<file path="config.mk">
export PLATFORM = sky130hd
export DESIGN_NAME = mft_ctrl
export DESIGN_NICKNAME = d
export VERILOG_FILES = /design/src/hw/mft_pkg.sv /design/src/hw/mft_chan_cnt.sv /design/src/hw/mft_ctrl.sv
export VERILOG_INCLUDE_DIRS = /design/src /design/src/hw
export SDC_FILE = /design/constraint.sdc
export NUM_CORES = 1
export LEC_CHECK = 0
export ABC_AREA = 1
export BUFFER_PORTS_ARGS = -buffer_cell sky130_fd_sc_hd__buf_2
export CELL_PAD_IN_SITES_DETAIL_PLACEMENT = 0
export CELL_PAD_IN_SITES_GLOBAL_PLACEMENT = 2
export CORE_ASPECT_RATIO = 1.5
export CORE_MARGIN = 2
export CORE_UTILIZATION = 32
export DETAILED_ROUTE_END_ITERATION = 8
export PLACE_DENSITY_LB_ADDON = 0.1
export REMOVE_ABC_BUFFERS = 1
export SETUP_SLACK_MARGIN = 0.15
export SYNTH_ARGS = -nofsm -noshare
export SYNTH_HDL_FRONTEND = slang
export SYNTH_SLANG_ARGS = --single-unit
</file>
<file path="constraint.sdc">
create_clock -name clk_i -period 2.9 [get_ports clk_i]
set_input_delay 0.145 -clock clk_i [delete_from_list [all_inputs] [get_ports clk_i]]
set_output_delay 0.145 -clock clk_i [all_outputs]
set_load 0.01 [all_outputs]
</file>
<file path="src/hw/mft_map.svh">
// Register offsets, field positions and reset values of the timer controls
`ifndef MFT_MAP_SVH
`define MFT_MAP_SVH

`define MFT_A_ADC      8'h00
`define MFT_A_SKIP     8'h02
`define MFT_A_SYNC     8'h04
`define MFT_A_OE       8'h06
`define MFT_A_OCR1     8'h08
`define MFT_A_MODE     8'h0A
`define MFT_A_PHASE    8'h0C
`define MFT_A_ST_LO    8'h10
`define MFT_A_ST_HI    8'h12
`define MFT_A_EN_LO    8'h14
`define MFT_A_EN_HI    8'h16
`define MFT_A_CNT0     8'h20
`define MFT_A_CNT1     8'h22
`define MFT_A_CNT2     8'h24
`define MFT_A_CBUF     8'h26
`define MFT_A_CYC      8'h28
`define MFT_A_SKSTATE  8'h2A

`define MFT_NSRC       28
`define MFT_SRC_CH0_A  0
`define MFT_SRC_CH0_V  6
`define MFT_SRC_CH1_A  7
`define MFT_SRC_CH1_V  9
`define MFT_SRC_CH1_U  10
`define MFT_SRC_CH2_A  11
`define MFT_SRC_CH2_V  13
`define MFT_SRC_CH2_U  14
`define MFT_SRC_CH3_A  15
`define MFT_SRC_CH4_A  20
`define MFT_SRC_CH4_V  24

`define MFT_ADC_B_OVF  0
`define MFT_ADC_B_MAT  1
`define MFT_ADC_A_OVF  2
`define MFT_ADC_A_MAT  3
`define MFT_ADC_SEL_LO 6
`define MFT_ADC_SEL_HI 7
`define MFT_ADC_MASK   16'h00CF

`define MFT_SKP_EN_O   3
`define MFT_SKP_EN_M   7
`define MFT_OCR_PERIOD_TOGGLE_ENABLE   6
`define MFT_OCR_LOCK   3
`define MFT_OCR_POS_PHASE_LEVEL   0
`define MFT_OCR1_RST   8'h00
`define MFT_CLR_OWN    3'h1
`define MFT_CLR_SYNC   3'h3

`endif

</file>
<file path="src/hw/mft_pkg.sv">
// Types shared by the timer control files
package mft_pkg;

  typedef enum logic [1:0] {
    MFT_NORMAL = 2'h0,
    MFT_PWM1   = 2'h1,
    MFT_RSYNC  = 2'h2,
    MFT_COMP   = 2'h3
  } mft_mode_type;

  typedef enum logic [1:0] {
    MFT_PH_FOUR  = 2'h0,
    MFT_PH_A     = 2'h1,
    MFT_PH_B     = 2'h2,
    MFT_PH_ARISE = 2'h3
  } mft_phase_type;

endpackage : mft_pkg

</file>
<file path="src/hw/mft_chan_cnt.sv">
// One 16-bit channel counter with tick and phase counting
`timescale 1ns/1ps
module mft_chan_cnt
  import mft_pkg::*;
(
  input  wire logic        clk_i,
  input  wire logic        rst_n_i,
  input  wire logic        tick_i,
  input  wire logic        phase_en_i,
  input  wire logic [1:0]  phase_mode_i,
  input  wire logic        phase_a_i,
  input  wire logic        phase_b_i,
  input  wire logic        load_i,
  input  wire logic [15:0] load_val_i,
  input  wire logic        clear_i,
  output logic      [15:0] count_o,
  output logic             ovf_o,
  output logic             udf_o
);

  logic        a_r, a_nxt, b_r, b_nxt;
  logic [15:0] cnt_nxt;
  logic        ovf_nxt, udf_nxt, up, dn;
  logic        ra, fa, rb, fb;

  always_comb
  begin
    ra = phase_a_i & ~a_r;
    fa = ~phase_a_i & a_r;
    rb = phase_b_i & ~b_r;
    fb = ~phase_b_i & b_r;
    a_nxt = phase_a_i;
    b_nxt = phase_b_i;
    up = tick_i;
    dn = 1'b0;
    if (phase_en_i)
    begin
      case (mft_phase_type'(phase_mode_i))
        MFT_PH_FOUR:
        begin
          up = (phase_a_i & rb) | (~phase_a_i & fb) | (~phase_b_i & ra) | (phase_b_i & fa);
          dn = (phase_a_i & fb) | (~phase_a_i & rb) | (phase_b_i & ra) | (~phase_b_i & fa);
        end
        MFT_PH_A:
        begin
          up = (~phase_b_i & ra) | (phase_b_i & fa);
          dn = (phase_b_i & ra) | (~phase_b_i & fa);
        end
        MFT_PH_B:
        begin
          up = (phase_a_i & rb) | (~phase_a_i & fb);
          dn = (phase_a_i & fb) | (~phase_a_i & rb);
        end
        MFT_PH_ARISE:
        begin
          up = ~phase_b_i & ra;
          dn = phase_b_i & ra;
        end
        default:
        begin
          up = 1'b0;
          dn = 1'b0;
        end
      endcase
    end
    cnt_nxt = count_o;
    ovf_nxt = 1'b0;
    udf_nxt = 1'b0;
    if (load_i)
      cnt_nxt = load_val_i;
    else if (clear_i)
      cnt_nxt = 16'h0000;
    else if (up)
    begin
      cnt_nxt = count_o + 16'h0001;
      ovf_nxt = (count_o == 16'hFFFF);
    end
    else if (dn)
    begin
      cnt_nxt = count_o - 16'h0001;
      udf_nxt = (count_o == 16'h0000);
    end
  end

  always_ff @(posedge clk_i or negedge rst_n_i)
  begin
    if (!rst_n_i)
    begin
      a_r     <= 1'b0;
      b_r     <= 1'b0;
      count_o <= 16'h0000;
      ovf_o   <= 1'b0;
      udf_o   <= 1'b0;
    end
    else
    begin
      a_r     <= a_nxt;
      b_r     <= b_nxt;
      count_o <= cnt_nxt;
      ovf_o   <= ovf_nxt;
      udf_o   <= udf_nxt;
    end
  end

endmodule : mft_chan_cnt

</file>
<file path="src/hw/mft_ctrl.sv">
// Timer control block: interrupt flags, skip-linked A/D starts, sync, outputs
// Function
// - Channel 0 has seven interrupt sources: A-D, E, F and overflow.
// - Channels 1 and 2 have four sources: A, B, overflow, underflow.
// - Channels 3, 4 have five sources each; channel 5 has U, V, W.
// - B start request link bit 0 passes request; 1 ties it to skipping.
// - Linked request with skipping disabled issues no A/D start.
// - Two-bit field picks cycle copy: never, crest, trough, both.
// - Crest copy point depends on mode: crest, 3A match or 4A match.
// - Sync bit 0 keeps channel counter independent; 1 joins sync group.
// - Writing a synced counter presets all synced counters; a sync clear clears synced counters whose clear select is sync.
// - Channel 3 B master enable 0 drives inactive level, 1 the waveform.
// - Outside PWM sync modes a disabled pin outputs low.
// - Output control one is 8 bits, reset zero; bit 6 enables toggle.
// - Lock bit 3 sets once after reset and then ignores writes of 0.
// - Bits 7, 5 and 4 of output control one read zero.
// - Phase counting counts up or down with four condition variants.
// - Phase mode one counts on edges of input A only, direction by B level.
`timescale 1ns/1ps
`include "mft_map.svh"
module mft_ctrl
  import mft_pkg::*;
(
  input  wire logic        clk_i,
  input  wire logic        rst_n_i,
  input  wire logic [7:0]  addr_i,
  input  wire logic [15:0] wdata_i,
  input  wire logic        we_i,
  input  wire logic        re_i,
  output logic      [15:0] rdata_o,
  input  wire logic [27:0] evt_i,
  input  wire logic [2:0]  tick_i,
  input  wire logic [1:0]  phase_a_i,
  input  wire logic [1:0]  phase_b_i,
  input  wire logic        crest_i,
  input  wire logic        trough_i,
  input  wire logic        wave_ch3_b_i,
  input  wire logic        adc_start_req_a_i,
  input  wire logic        adc_start_req_b_i,
  output logic      [27:0] irq_o,
  output logic             adc_req_a_o,
  output logic             adc_req_b_o,
  output logic             timer_pin_ch3_b_o,
  output logic             toggle_o
);

  logic [15:0] adc_r, adc_nxt, cbuf_r, cbuf_nxt, cyc_r, cyc_nxt, rd_nxt;
  logic [7:0]  skp_r, skp_nxt, ocr_r, ocr_nxt;
  logic [2:0]  syn_r, syn_nxt, skm_r, skm_nxt, sko_r, sko_nxt;
  logic [10:0] mode_r, mode_nxt;
  logic [5:0]  ph_r, ph_nxt;
  logic [27:0] en_r, en_nxt, flag_r, src;
  logic        oe_r, oe_nxt, pin_nxt, tog_nxt, rqa_nxt, rqb_nxt;
  logic [15:0] cnt [3];
  logic [2:0]  ovf, udf, own_clr, clr_src, load, clear;
  logic        sync_load, sync_clear, comp, rsync, crest_evt, xfer;
  logic        ok_m, ok_o, cm_on, co_on;
  mft_mode_type md;

  assign md    = mft_mode_type'(mode_r[1:0]);
  assign comp  = (md == MFT_COMP);
  assign rsync = (md == MFT_RSYNC);

  // Interrupt sources, internal overflow and underflow merged in
  always_comb
  begin
    src = evt_i;
    src[`MFT_SRC_CH0_V] = evt_i[`MFT_SRC_CH0_V] | ovf[0];
    src[`MFT_SRC_CH1_V] = evt_i[`MFT_SRC_CH1_V] | ovf[1];
    src[`MFT_SRC_CH1_U] = evt_i[`MFT_SRC_CH1_U] | udf[1];
    src[`MFT_SRC_CH2_V] = evt_i[`MFT_SRC_CH2_V] | ovf[2];
    src[`MFT_SRC_CH2_U] = evt_i[`MFT_SRC_CH2_U] | udf[2];
  end

  // Sticky flags, write one to clear, set wins
  genvar gi;
  generate
    for (gi = 0; gi < `MFT_NSRC; gi++)
    begin : g_flag
      logic clr, flag_nxt;
      if (gi < 16)
      begin : g_lo
        assign clr = we_i && (addr_i == `MFT_A_ST_LO) && wdata_i[gi];
      end
      else
      begin : g_hi
        assign clr = we_i && (addr_i == `MFT_A_ST_HI) && wdata_i[gi-16];
      end
      assign flag_nxt = src[gi] | (flag_r[gi] & ~clr);
      always_ff @(posedge clk_i or negedge rst_n_i)
      begin
        if (!rst_n_i)
          flag_r[gi] <= 1'b0;
        else
          flag_r[gi] <= flag_nxt;
      end
      assign irq_o[gi] = flag_r[gi] & en_r[gi];
    end
  endgenerate

  // Channel 0 to 2 counters with synchronous preset and clear
  assign own_clr   = {evt_i[`MFT_SRC_CH2_A], evt_i[`MFT_SRC_CH1_A], evt_i[`MFT_SRC_CH0_A]};
  assign sync_load = |(syn_r & {we_i && addr_i == `MFT_A_CNT2,
                                we_i && addr_i == `MFT_A_CNT1,
                                we_i && addr_i == `MFT_A_CNT0});
  assign sync_clear = |(syn_r & clr_src);

  generate
    for (gi = 0; gi < 3; gi++)
    begin : g_cnt
      logic [2:0] sel;
      logic       own_wr, ph_en;
      logic [1:0] ph_md;
      assign sel    = mode_r[3*gi+4 -: 3];
      assign own_wr = we_i && (addr_i == (`MFT_A_CNT0 + 8'(2*gi)));
      assign clr_src[gi] = own_clr[gi] && (sel == `MFT_CLR_OWN);
      assign load[gi]  = own_wr | (syn_r[gi] & sync_load);
      assign clear[gi] = clr_src[gi] |
                         (syn_r[gi] && (sel == `MFT_CLR_SYNC) && sync_clear);
      if (gi == 0)
      begin : g_noph
        assign ph_en = 1'b0;
        assign ph_md = 2'h0;
      end
      else
      begin : g_ph
        assign ph_en = ph_r[3*gi-3];
        assign ph_md = ph_r[3*gi-1 -: 2];
      end
      mft_chan_cnt u_cnt (
        .clk_i        (clk_i),
        .rst_n_i      (rst_n_i),
        .tick_i       (tick_i[gi]),
        .phase_en_i   (ph_en),
        .phase_mode_i (ph_md),
        .phase_a_i    (phase_a_i[(gi == 0) ? 0 : gi-1]),
        .phase_b_i    (phase_b_i[(gi == 0) ? 0 : gi-1]),
        .load_i       (load[gi]),
        .load_val_i   (wdata_i),
        .clear_i      (clear[gi]),
        .count_o      (cnt[gi]),
        .ovf_o        (ovf[gi]),
        .udf_o        (udf[gi])
      );
    end
  endgenerate

  // Cycle copy point
  always_comb
  begin
    if (comp)
      crest_evt = crest_i;
    else if (rsync)
      crest_evt = evt_i[`MFT_SRC_CH3_A];
    else
      crest_evt = evt_i[`MFT_SRC_CH4_A];
    case (adc_r[`MFT_ADC_SEL_HI:`MFT_ADC_SEL_LO])
      2'h1:    xfer = crest_evt;
      2'h2:    xfer = comp & trough_i;
      2'h3:    xfer = comp & (crest_i | trough_i);
      default: xfer = 1'b0;
    endcase
  end

  // Skip windows for linked A/D starts
  assign cm_on = skp_r[`MFT_SKP_EN_M] && (skp_r[6:4] != 3'h0);
  assign co_on = skp_r[`MFT_SKP_EN_O] && (skp_r[2:0] != 3'h0);
  assign ok_m  = cm_on && (skm_r == 3'h0);
  assign ok_o  = co_on && (sko_r == 3'h0);

  always_comb
  begin
    adc_nxt  = adc_r;
    skp_nxt  = skp_r;
    syn_nxt  = syn_r;
    oe_nxt   = oe_r;
    ocr_nxt  = ocr_r;
    mode_nxt = mode_r;
    ph_nxt   = ph_r;
    en_nxt   = en_r;
    cbuf_nxt = cbuf_r;
    cyc_nxt  = cyc_r;
    rd_nxt   = 16'h0000;
    if (we_i)
    begin
      case (addr_i)
        `MFT_A_ADC:   adc_nxt  = wdata_i & `MFT_ADC_MASK;
        `MFT_A_SKIP:  skp_nxt  = wdata_i[7:0];
        `MFT_A_SYNC:  syn_nxt  = wdata_i[2:0];
        `MFT_A_OE:    oe_nxt   = wdata_i[0];
        `MFT_A_OCR1:  ocr_nxt  = {1'b0, wdata_i[6], 2'b00,
                                  ocr_r[3] | wdata_i[3], wdata_i[2:0]};
        `MFT_A_MODE:  mode_nxt = wdata_i[10:0];
        `MFT_A_PHASE: ph_nxt   = wdata_i[5:0];
        `MFT_A_EN_LO: en_nxt[15:0]  = wdata_i;
        `MFT_A_EN_HI: en_nxt[27:16] = wdata_i[11:0];
        `MFT_A_CBUF:  cbuf_nxt = wdata_i;
        `MFT_A_CYC:   cyc_nxt  = wdata_i;
        default:      ;
      endcase
    end
    if (xfer)
      cyc_nxt = cbuf_r;
    skm_nxt = skm_r;
    if (!cm_on)
      skm_nxt = 3'h0;
    else if (evt_i[`MFT_SRC_CH3_A])
      skm_nxt = (skm_r + 3'h1 == skp_r[6:4]) ? 3'h0 : skm_r + 3'h1;
    sko_nxt = sko_r;
    if (!co_on)
      sko_nxt = 3'h0;
    else if (evt_i[`MFT_SRC_CH4_V])
      sko_nxt = (sko_r + 3'h1 == skp_r[2:0]) ? 3'h0 : sko_r + 3'h1;
    rqb_nxt = adc_start_req_b_i &&
              ((!adc_r[`MFT_ADC_B_OVF] && !adc_r[`MFT_ADC_B_MAT]) ||
               (adc_r[`MFT_ADC_B_OVF] && ok_o) ||
               (adc_r[`MFT_ADC_B_MAT] && ok_m));
    rqa_nxt = adc_start_req_a_i &&
              ((!adc_r[`MFT_ADC_A_OVF] && !adc_r[`MFT_ADC_A_MAT]) ||
               (adc_r[`MFT_ADC_A_OVF] && ok_o) ||
               (adc_r[`MFT_ADC_A_MAT] && ok_m));
    if (oe_r)
      pin_nxt = wave_ch3_b_i;
    else if (comp || rsync)
      pin_nxt = ~ocr_r[`MFT_OCR_POS_PHASE_LEVEL];
    else
      pin_nxt = 1'b0;
    tog_nxt = toggle_o ^ (ocr_r[`MFT_OCR_PERIOD_TOGGLE_ENABLE] && (comp || rsync) && crest_i);
    if (re_i)
    begin
      case (addr_i)
        `MFT_A_ADC:     rd_nxt = adc_r;
        `MFT_A_SKIP:    rd_nxt = {8'h00, skp_r};
        `MFT_A_SYNC:    rd_nxt = {13'h0000, syn_r};
        `MFT_A_OE:      rd_nxt = {15'h0000, oe_r};
        `MFT_A_OCR1:    rd_nxt = {8'h00, ocr_r};
        `MFT_A_MODE:    rd_nxt = {5'h00, mode_r};
        `MFT_A_PHASE:   rd_nxt = {10'h000, ph_r};
        `MFT_A_ST_LO:   rd_nxt = flag_r[15:0];
        `MFT_A_ST_HI:   rd_nxt = {4'h0, flag_r[27:16]};
        `MFT_A_EN_LO:   rd_nxt = en_r[15:0];
        `MFT_A_EN_HI:   rd_nxt = {4'h0, en_r[27:16]};
        `MFT_A_CNT0:    rd_nxt = cnt[0];
        `MFT_A_CNT1:    rd_nxt = cnt[1];
        `MFT_A_CNT2:    rd_nxt = cnt[2];
        `MFT_A_CBUF:    rd_nxt = cbuf_r;
        `MFT_A_CYC:     rd_nxt = cyc_r;
        `MFT_A_SKSTATE: rd_nxt = {9'h000, skm_r, 1'b0, sko_r};
        default:        rd_nxt = 16'h0000;
      endcase
    end
  end

  always_ff @(posedge clk_i or negedge rst_n_i)
  begin
    if (!rst_n_i)
    begin
      adc_r  <= 16'h0000;
      skp_r  <= 8'h00;
      syn_r  <= 3'h0;
      oe_r   <= 1'b0;
      ocr_r  <= `MFT_OCR1_RST;
      mode_r <= 11'h000;
      ph_r   <= 6'h00;
      en_r   <= 28'h0000000;
      cbuf_r <= 16'h0000;
      cyc_r  <= 16'h0000;
      skm_r  <= 3'h0;
      sko_r  <= 3'h0;
      rdata_o           <= 16'h0000;
      adc_req_a_o       <= 1'b0;
      adc_req_b_o       <= 1'b0;
      timer_pin_ch3_b_o <= 1'b0;
      toggle_o          <= 1'b0;
    end
    else
    begin
      adc_r  <= adc_nxt;
      skp_r  <= skp_nxt;
      syn_r  <= syn_nxt;
      oe_r   <= oe_nxt;
      ocr_r  <= ocr_nxt;
      mode_r <= mode_nxt;
      ph_r   <= ph_nxt;
      en_r   <= en_nxt;
      cbuf_r <= cbuf_nxt;
      cyc_r  <= cyc_nxt;
      skm_r  <= skm_nxt;
      sko_r  <= sko_nxt;
      rdata_o           <= rd_nxt;
      adc_req_a_o       <= rqa_nxt;
      adc_req_b_o       <= rqb_nxt;
      timer_pin_ch3_b_o <= pin_nxt;
      toggle_o          <= tog_nxt;
    end
  end
endmodule : mft_ctrl

</file>
**Word level (Yosys, flattened, before mapping)**

Index checks and enable logic that the tools add are counted.
W data, S select, Z words.

- Input bits: 68
- Register bits after elaboration: 211
- Output and inout bits: 48

- Add/subtract/negate cells: 7
- Reductions and logical operators: 92
- Multiplexer cells: 52
- Equality and inequality tests: 40
- Bitwise operators: 182

Operators with widths:

| operator | number |
|---|---|
| $pmux W16 S17 | 1 |
| $mux W16 | 15 |
| $and A1 B1 Y1 | 85 |
| $or A1 B1 Y1 | 57 |
| $logic_and A1 B1 Y1 | 56 |
| $add A16 B1 Y16 const B | 3 |
| $eq A16 B16 Y1 const B | 3 |
| $eq A8 B6 Y1 const B | 6 |
| $not A1 Y1 | 37 |
| $eq A8 B5 Y1 const B | 4 |
| $logic_not A16 Y1 | 2 |
| $sub A16 B1 Y16 const B | 2 |
| $mux W1 | 25 |
| $eq A8 B4 Y1 const B | 3 |
| $reduce_and A2 Y1 | 11 |
| $mux W3 | 6 |
| $eq A2 B2 Y1 const B | 8 |
| $eq A8 B3 Y1 const B | 2 |
| $pmux W1 S4 | 4 |
| $eq A3 B1 Y1 const B | 3 |
| $eq A3 B2 Y1 const B | 3 |
| $reduce_bool A3 Y1 | 3 |
| $eq A8 B2 Y1 const B | 1 |
| $logic_not A8 Y1 | 1 |
| 14 further kinds | 32 |

**Logic depth before layout (Yosys ltp)**

- Depth in word-level cells: 12
- Mapped depth: 19
- Mapped depth without buffers: 19

**Hierarchy**

A second synthesis with hierarchy kept.

- Cells, all modules: 2119
- Area total of the unflattened synthesis: 14410.1 um2

Modules (own cells, without submodules):

| module | seq. area each (um2) | instances | cells an instance | area an instance (um2) |
|---|---|---|---|---|
| mft_ctrl | 3853.7 | 1 | 1108 | 8132.8 |
| mft_chan_cnt (g_cnt[0].u_cnt ...) | 500.5 | 2 | 339 | 2089.5 |
| mft_chan_cnt (g_cnt[2].u_cnt) | 500.5 | 1 | 333 | 2098.3 |

**Least setup slack after synthesis**

No wires, ideal clock.

- Path type: reg-to-reg
- Start: register ph_r[3]
- End: register g_cnt[2].u_cnt.count_o[15]
- Data required time: 2.823 ns
- Period minus slack after synthesis: 2.172 ns
- Path buffers: 3
- Library setup time: 0.077 ns
- Path slack: 0.728 ns
- Data arrival time: 2.094 ns
- Stages on the path, launching flop included: 16
- Path through: dfrtp_1 -> or2_2 -> clkbuf_1 -> nand2_4 -> buf_8 -> buf_6 -> ha_1 -> inv_1 -> nor2_1 -> nand2_1 -> nor2_1 -> nor2_1 -> nand2_1 -> nand2_1 -> nand3_1 -> a21oi_1

- Longest elaborated chain between the ends: 4
- Elaborated cells on any way between the ends: 6

Ends and longest elaborated chain:

| item | RTL line | text |
|---|---|---|
| start: declaration | mft_ctrl.sv:51 | `logic [5:0] ph_r, ph_nxt;` |
| start signal: assignment | mft_ctrl.sv:284 | `ph_r <= ph_nxt;` |
| $mux W1 | mft_chan_cnt.sv:36 | `if (phase_en_i)` |
| $mux W16 | mft_chan_cnt.sv:73 | `else if (up)` |
| $mux W16 | mft_chan_cnt.sv:71 | `else if (clear_i)` |
| $mux W16 | mft_chan_cnt.sv:69 | `if (load_i)` |
| end signal: assignment | mft_chan_cnt.sv:99 | `count_o <= cnt_nxt;` |
| end: declaration | mft_chan_cnt.sv:16 | `output logic [15:0] count_o,` |

Parallel ways exist; a longest one is shown, timed or not.
A chain may end at the register's enable or synchronous reset.

**Worst setup path in the final report**

- Start: register mode_r[8]
- End: register g_cnt[1].u_cnt.udf_o

- Longest elaborated chain between the ends: 8

Ends and longest elaborated chain:

| item | RTL line | text |
|---|---|---|
| start: declaration | mft_ctrl.sv:50 | `logic [10:0] mode_r, mode_nxt;` |
| start signal: assignment | mft_ctrl.sv:283 | `mode_r <= mode_nxt;` |
| $eq A3 B1 Y1 (no source line) | - |  |
| $logic_and A1 B1 Y1 | mft_ctrl.sv:116 | `` assign clr_src[gi] = own_clr[gi] && (sel == `MFT_CLR_OWN); `` |
| $and A3 B3 Y3 | mft_ctrl.sv:106 | `assign sync_clear = \|(syn_r & clr_src);` |
| $reduce_or A3 Y1 | mft_ctrl.sv:106 |  |
| $logic_and A1 B1 Y1 | mft_ctrl.sv:119 | `` (syn_r[gi] && (sel == `MFT_CLR_SYNC) && sync_clear); `` |
| $or A1 B1 Y1 | mft_ctrl.sv:118 | `assign clear[gi] = clr_src[gi] \|` |
| $mux W1 | mft_chan_cnt.sv:71 |  |
| $mux W1 | mft_chan_cnt.sv:69 |  |
| net g_cnt[1].u_cnt.udf_nxt | mft_chan_cnt.sv:23 | `logic ovf_nxt, udf_nxt, up, dn;` |
| end signal: assignment | mft_chan_cnt.sv:101 | `udf_o <= udf_nxt;` |
| end: declaration | mft_chan_cnt.sv:18 | `output logic udf_o` |

The timed path passes the listed nets, and every way through them passes these cells.

==> run_results.csv <==
group,metric,value,unit
outcome,status,"completed",
synthesis,syn_inst,1697,
synthesis,avgSynthCellArea,7.38,um^2
detailed_routing,detail_route.vias_per_cell,5.17,
synthesis,yosysTopAreaCell,"dfrtp_1",
clock_network,clk_pin_slew,0.06,ns
sta,fin_tns_setup,0,ns
die,die_width,165,um
clock_network,htree_levels,1,
detailed_routing,wl_per_cell,21.5,um
die,die_area,40800,um^2
setup_path,crit_fanout,13,
detailed_routing,first_iter_violations,868,
setup_path,cp-end-kind,"flop",
detailed_routing,m1WireLength,21.3,mm
setup_path,crit_family,"simple AND/OR/NAND/NOR gates",
cells_and_area,drive_above_1_share,0.143,
setup_path,rrSetupSlack,0.34,ns
setup_path,cp.arrival,3.02,ns
synthesis,async_flop_share,1.00,
global_routing,antenna_found_initial,2,
die,pin_count,116,
sta,hold_viol,0,
sta,timing.final.crit_share,0.884,
synthesis,yosysTopAreaCellShare,0.422,
setup_path,critical_path_required,3.36,ns
setup_path,cp_cell_sequence,"inv_1 > nor4_1 > nand2_1 > o211ai_1 > a21oi_1 > nand2_4 > inv_1 > nand2_1 > nor4_1 > buf_4",
setup_path,r2r-end,"g_cnt[1].u_cnt.udf_o",
synthesis,synth_cell_types,57,
setup_path,start_kind,"flop",
detailed_routing,top_layer_used,"met4",
sta,finalMaxSlewViolations,0,
cells_and_area,synthToLayoutAreaGrowth,20.2,%
clock_network,clock-sinks,211,
sta,min_period,2.56,ns
global_routing,first_global_vias,12500,
sta,fmax,390,MHz
setup_path,slowest_delay,0.57,ns
die,core_area,38500,um^2
worst_hold_path,hold_depth,3,
synthesis,ys_ff_latch,211,
worst_hold_path,hold_start,"re_i",
setup_path,worst_r2r_path_depth,10,
worst_hold_path,worst_hold_path_type,"in -> reg",
synthesis,syn_area,12500,um^2
pwr,power_leakage,7.37,nW
sta,tightestPinTransition,0.928,ns
run,max-cap-violations,0,
detailed_routing,via_count,12400,
die,die_h,246,um
setup_path,crit_buf_inv,3,
clock_network,cts_root_buf,"clkbuf_16",
die,start_util,0.325,
setup_path,cp_slowest_cell,"nor4_1",
setup_path,crit-reg2reg-launch,"mode_r[8]",
detailed_routing,wl_met3,1.47,mm
pwr,power_density,587,nW/um^2
synthesis,synth_common_cells,"nand2_1, inv_1, dfrtp_1, o21ai_0, nor2_1",
synthesis,synth_edf_count,0,
global_routing,grt_max_degree,89,
cells_and_area,num-nets-final,1960,
global_routing,grtUsageTotal,0.255,
global_routing,grt_pass1_wl,77.5,mm
clock_network,cts_buffers,23,
die,rows,88,
detailed_routing,dr.pass1.iters,5,
worst_hold_path,hold_end,"rdata_o[9]",
placed_design,dp_hpwl,39.2,mm
pwr,power,8.84,mW
synthesis,yosys_warnings,0,
synthesis,synth-seq-area-share,0.422,
sta,setup_viol,0,
synthesis,synthTopCellsByArea,"dfrtp_1, nand2_1, inv_1, o21ai_0, nand3_1",
detailed_routing,met2_length,27.2,mm
placed_design,place.gp.congestion,0.900,
placed_design,portBuffers,115,
cells_and_area,fillers,4194,
pwr,ir_drop,0.376,mV
clock_network,clkLatencyLatePin,0.53,ns
sta,finalClockSkew,0.0173,ns
sta,rsz0062_at_grt,"yes",
synthesis,synth_most_common_cell,"nand2_1",
detailed_routing,ant_nets,0,
synthesis,synth_ff_type,"dfrtp_1",
setup_path,crit_type,"reg -> reg",
sta,maxSlewHeadroom,0.374,
clock_network,cts_tree,"yes",
clock_network,clock_path_buffers,3,
detailed_routing,wl,51.4,mm
detailed_routing,drcViolationCount,0,
global_routing,overflow,0,
==> per-stage QoR <==
step                      hold WS [ns]  cell area [um^2]  utilization  setup WS, ns  cells
after CTS                      0.00211             15000        0.389         0.264   2384
after global placement           0.238             13800        0.358         0.304   2297
final                           0.0122             15000        0.390         0.337   2390
after floorplan                 -0.151             12200            -         0.599   1641
after detailed placement         0.240             13800        0.358         0.238   2297
after global routing           0.00855             15000        0.390         0.136   2390
==> report_power, final <==
| group | internal, mW | switching [mW] |
|---|---|---|
| clock | 1.58 | 1.23 |
| sequential | 3.28 | 0.419 |
| combinational | 0.789 | 1.54 |
| total | 5.65 | 3.18 |
==> state kept, by name, summed over array words and instances, names as in the netlist, 2 cells and up <==
name	count
sko_r	3
skp_r	8
en_r	28
g_cnt.u_cnt.b_r	2
flag_r	28
adc_r	6
g_cnt.u_cnt.count_o	48
skm_r	3
g_cnt.u_cnt.udf_o	2
cyc_r	16
cbuf_r	16
g_cnt.u_cnt.a_r	2
ph_r	6
rdata_o	16
syn_r	3
g_cnt.u_cnt.ovf_o	3
mode_r	11
ocr_r	5
==> cell families (layout without fill, tap and decap cells) <==
logic type	after synthesis	count (layout)	synth area share
AOI/OAI and AO/OA	394	394	0.190
xor gates and xnor gates	22	22	0.0166
adders and majority gates	9	9	0.00900
buffers and inverters	324	520	0.106
DFF	211	211	0.422
other	0	2	0
and+or+nand+nor	737	737	0.257
==> area by class of cell <==
type / instances / area [um^2] / area share
multi-input combinational: 1162 / 5930 / 0.394
clock inverter: 2 / 35.0 / 0.00233
antenna: 2 / 5.00 / 0.000333
clock buffer: 33 / 633 / 0.0421
tap: 495 / 619 / 0.0412
sequential: 211 / 5280 / 0.351
inverter: 268 / 1010 / 0.0669
timing repair buffer: 217 / 1540 / 0.102
==> metal layers <==
| metal | vias to the layer above | global-route usage |
|---|---|---|
| li1 | 5974 | - |
| met1 | 6038 | 0.315 |
| met2 | 285 | 0.470 |
| met3 | 70 | 0.0180 |
| met4 | 0 | 0.0748 |
| met5 | - | 0 |
==> how the worst max path moves through the flow <==
stage	start	end	depth (start not counted)
global route	ph_r[5]	g_cnt[2].u_cnt.count_o[14]	18
CTS	ph_r[0]	g_cnt[1].u_cnt.count_o[2]	7
global placement	ph_r[0]	g_cnt[1].u_cnt.count_o[0]	7
finish	mode_r[8]	g_cnt[1].u_cnt.udf_o	10
detailed placement	ph_r[0]	g_cnt[1].u_cnt.count_o[1]	7
floorplan	ph_r[1]	g_cnt[1].u_cnt.count_o[6]	16
==> layout by cell type, fill, tap and decap left out, drive strengths merged, types with 9 or more instances in the layout <==
master	count
a21oi	84
a221oi	26
a31oi	15
buf	165
clkbuf	33
dfrtp	211
dlygate4sd3	52
ha	9
inv	265
nand2	447
nand3	107
nand4	16
nor2	127
nor3	10
nor4	23
o211ai	10
o21ai	179
o22ai	40
xor2	15
==> worst register-to-register path, delay by kind of cell, from the launching register on <==
family,cells,cell delay (ns)
simple gates,5,0.98
compound gates,2,0.37
flops,1,0.39
buf+inv,3,0.75
==> repair_timing <==
item,4_1_cts,5_1_grt
setup buffers,0,4
hold endpoints to repair,146,0
gates resized for setup,0,4
setup endpoints to repair,0,11
hold buffers,52,0
Power figures use the tool's default switching activity.
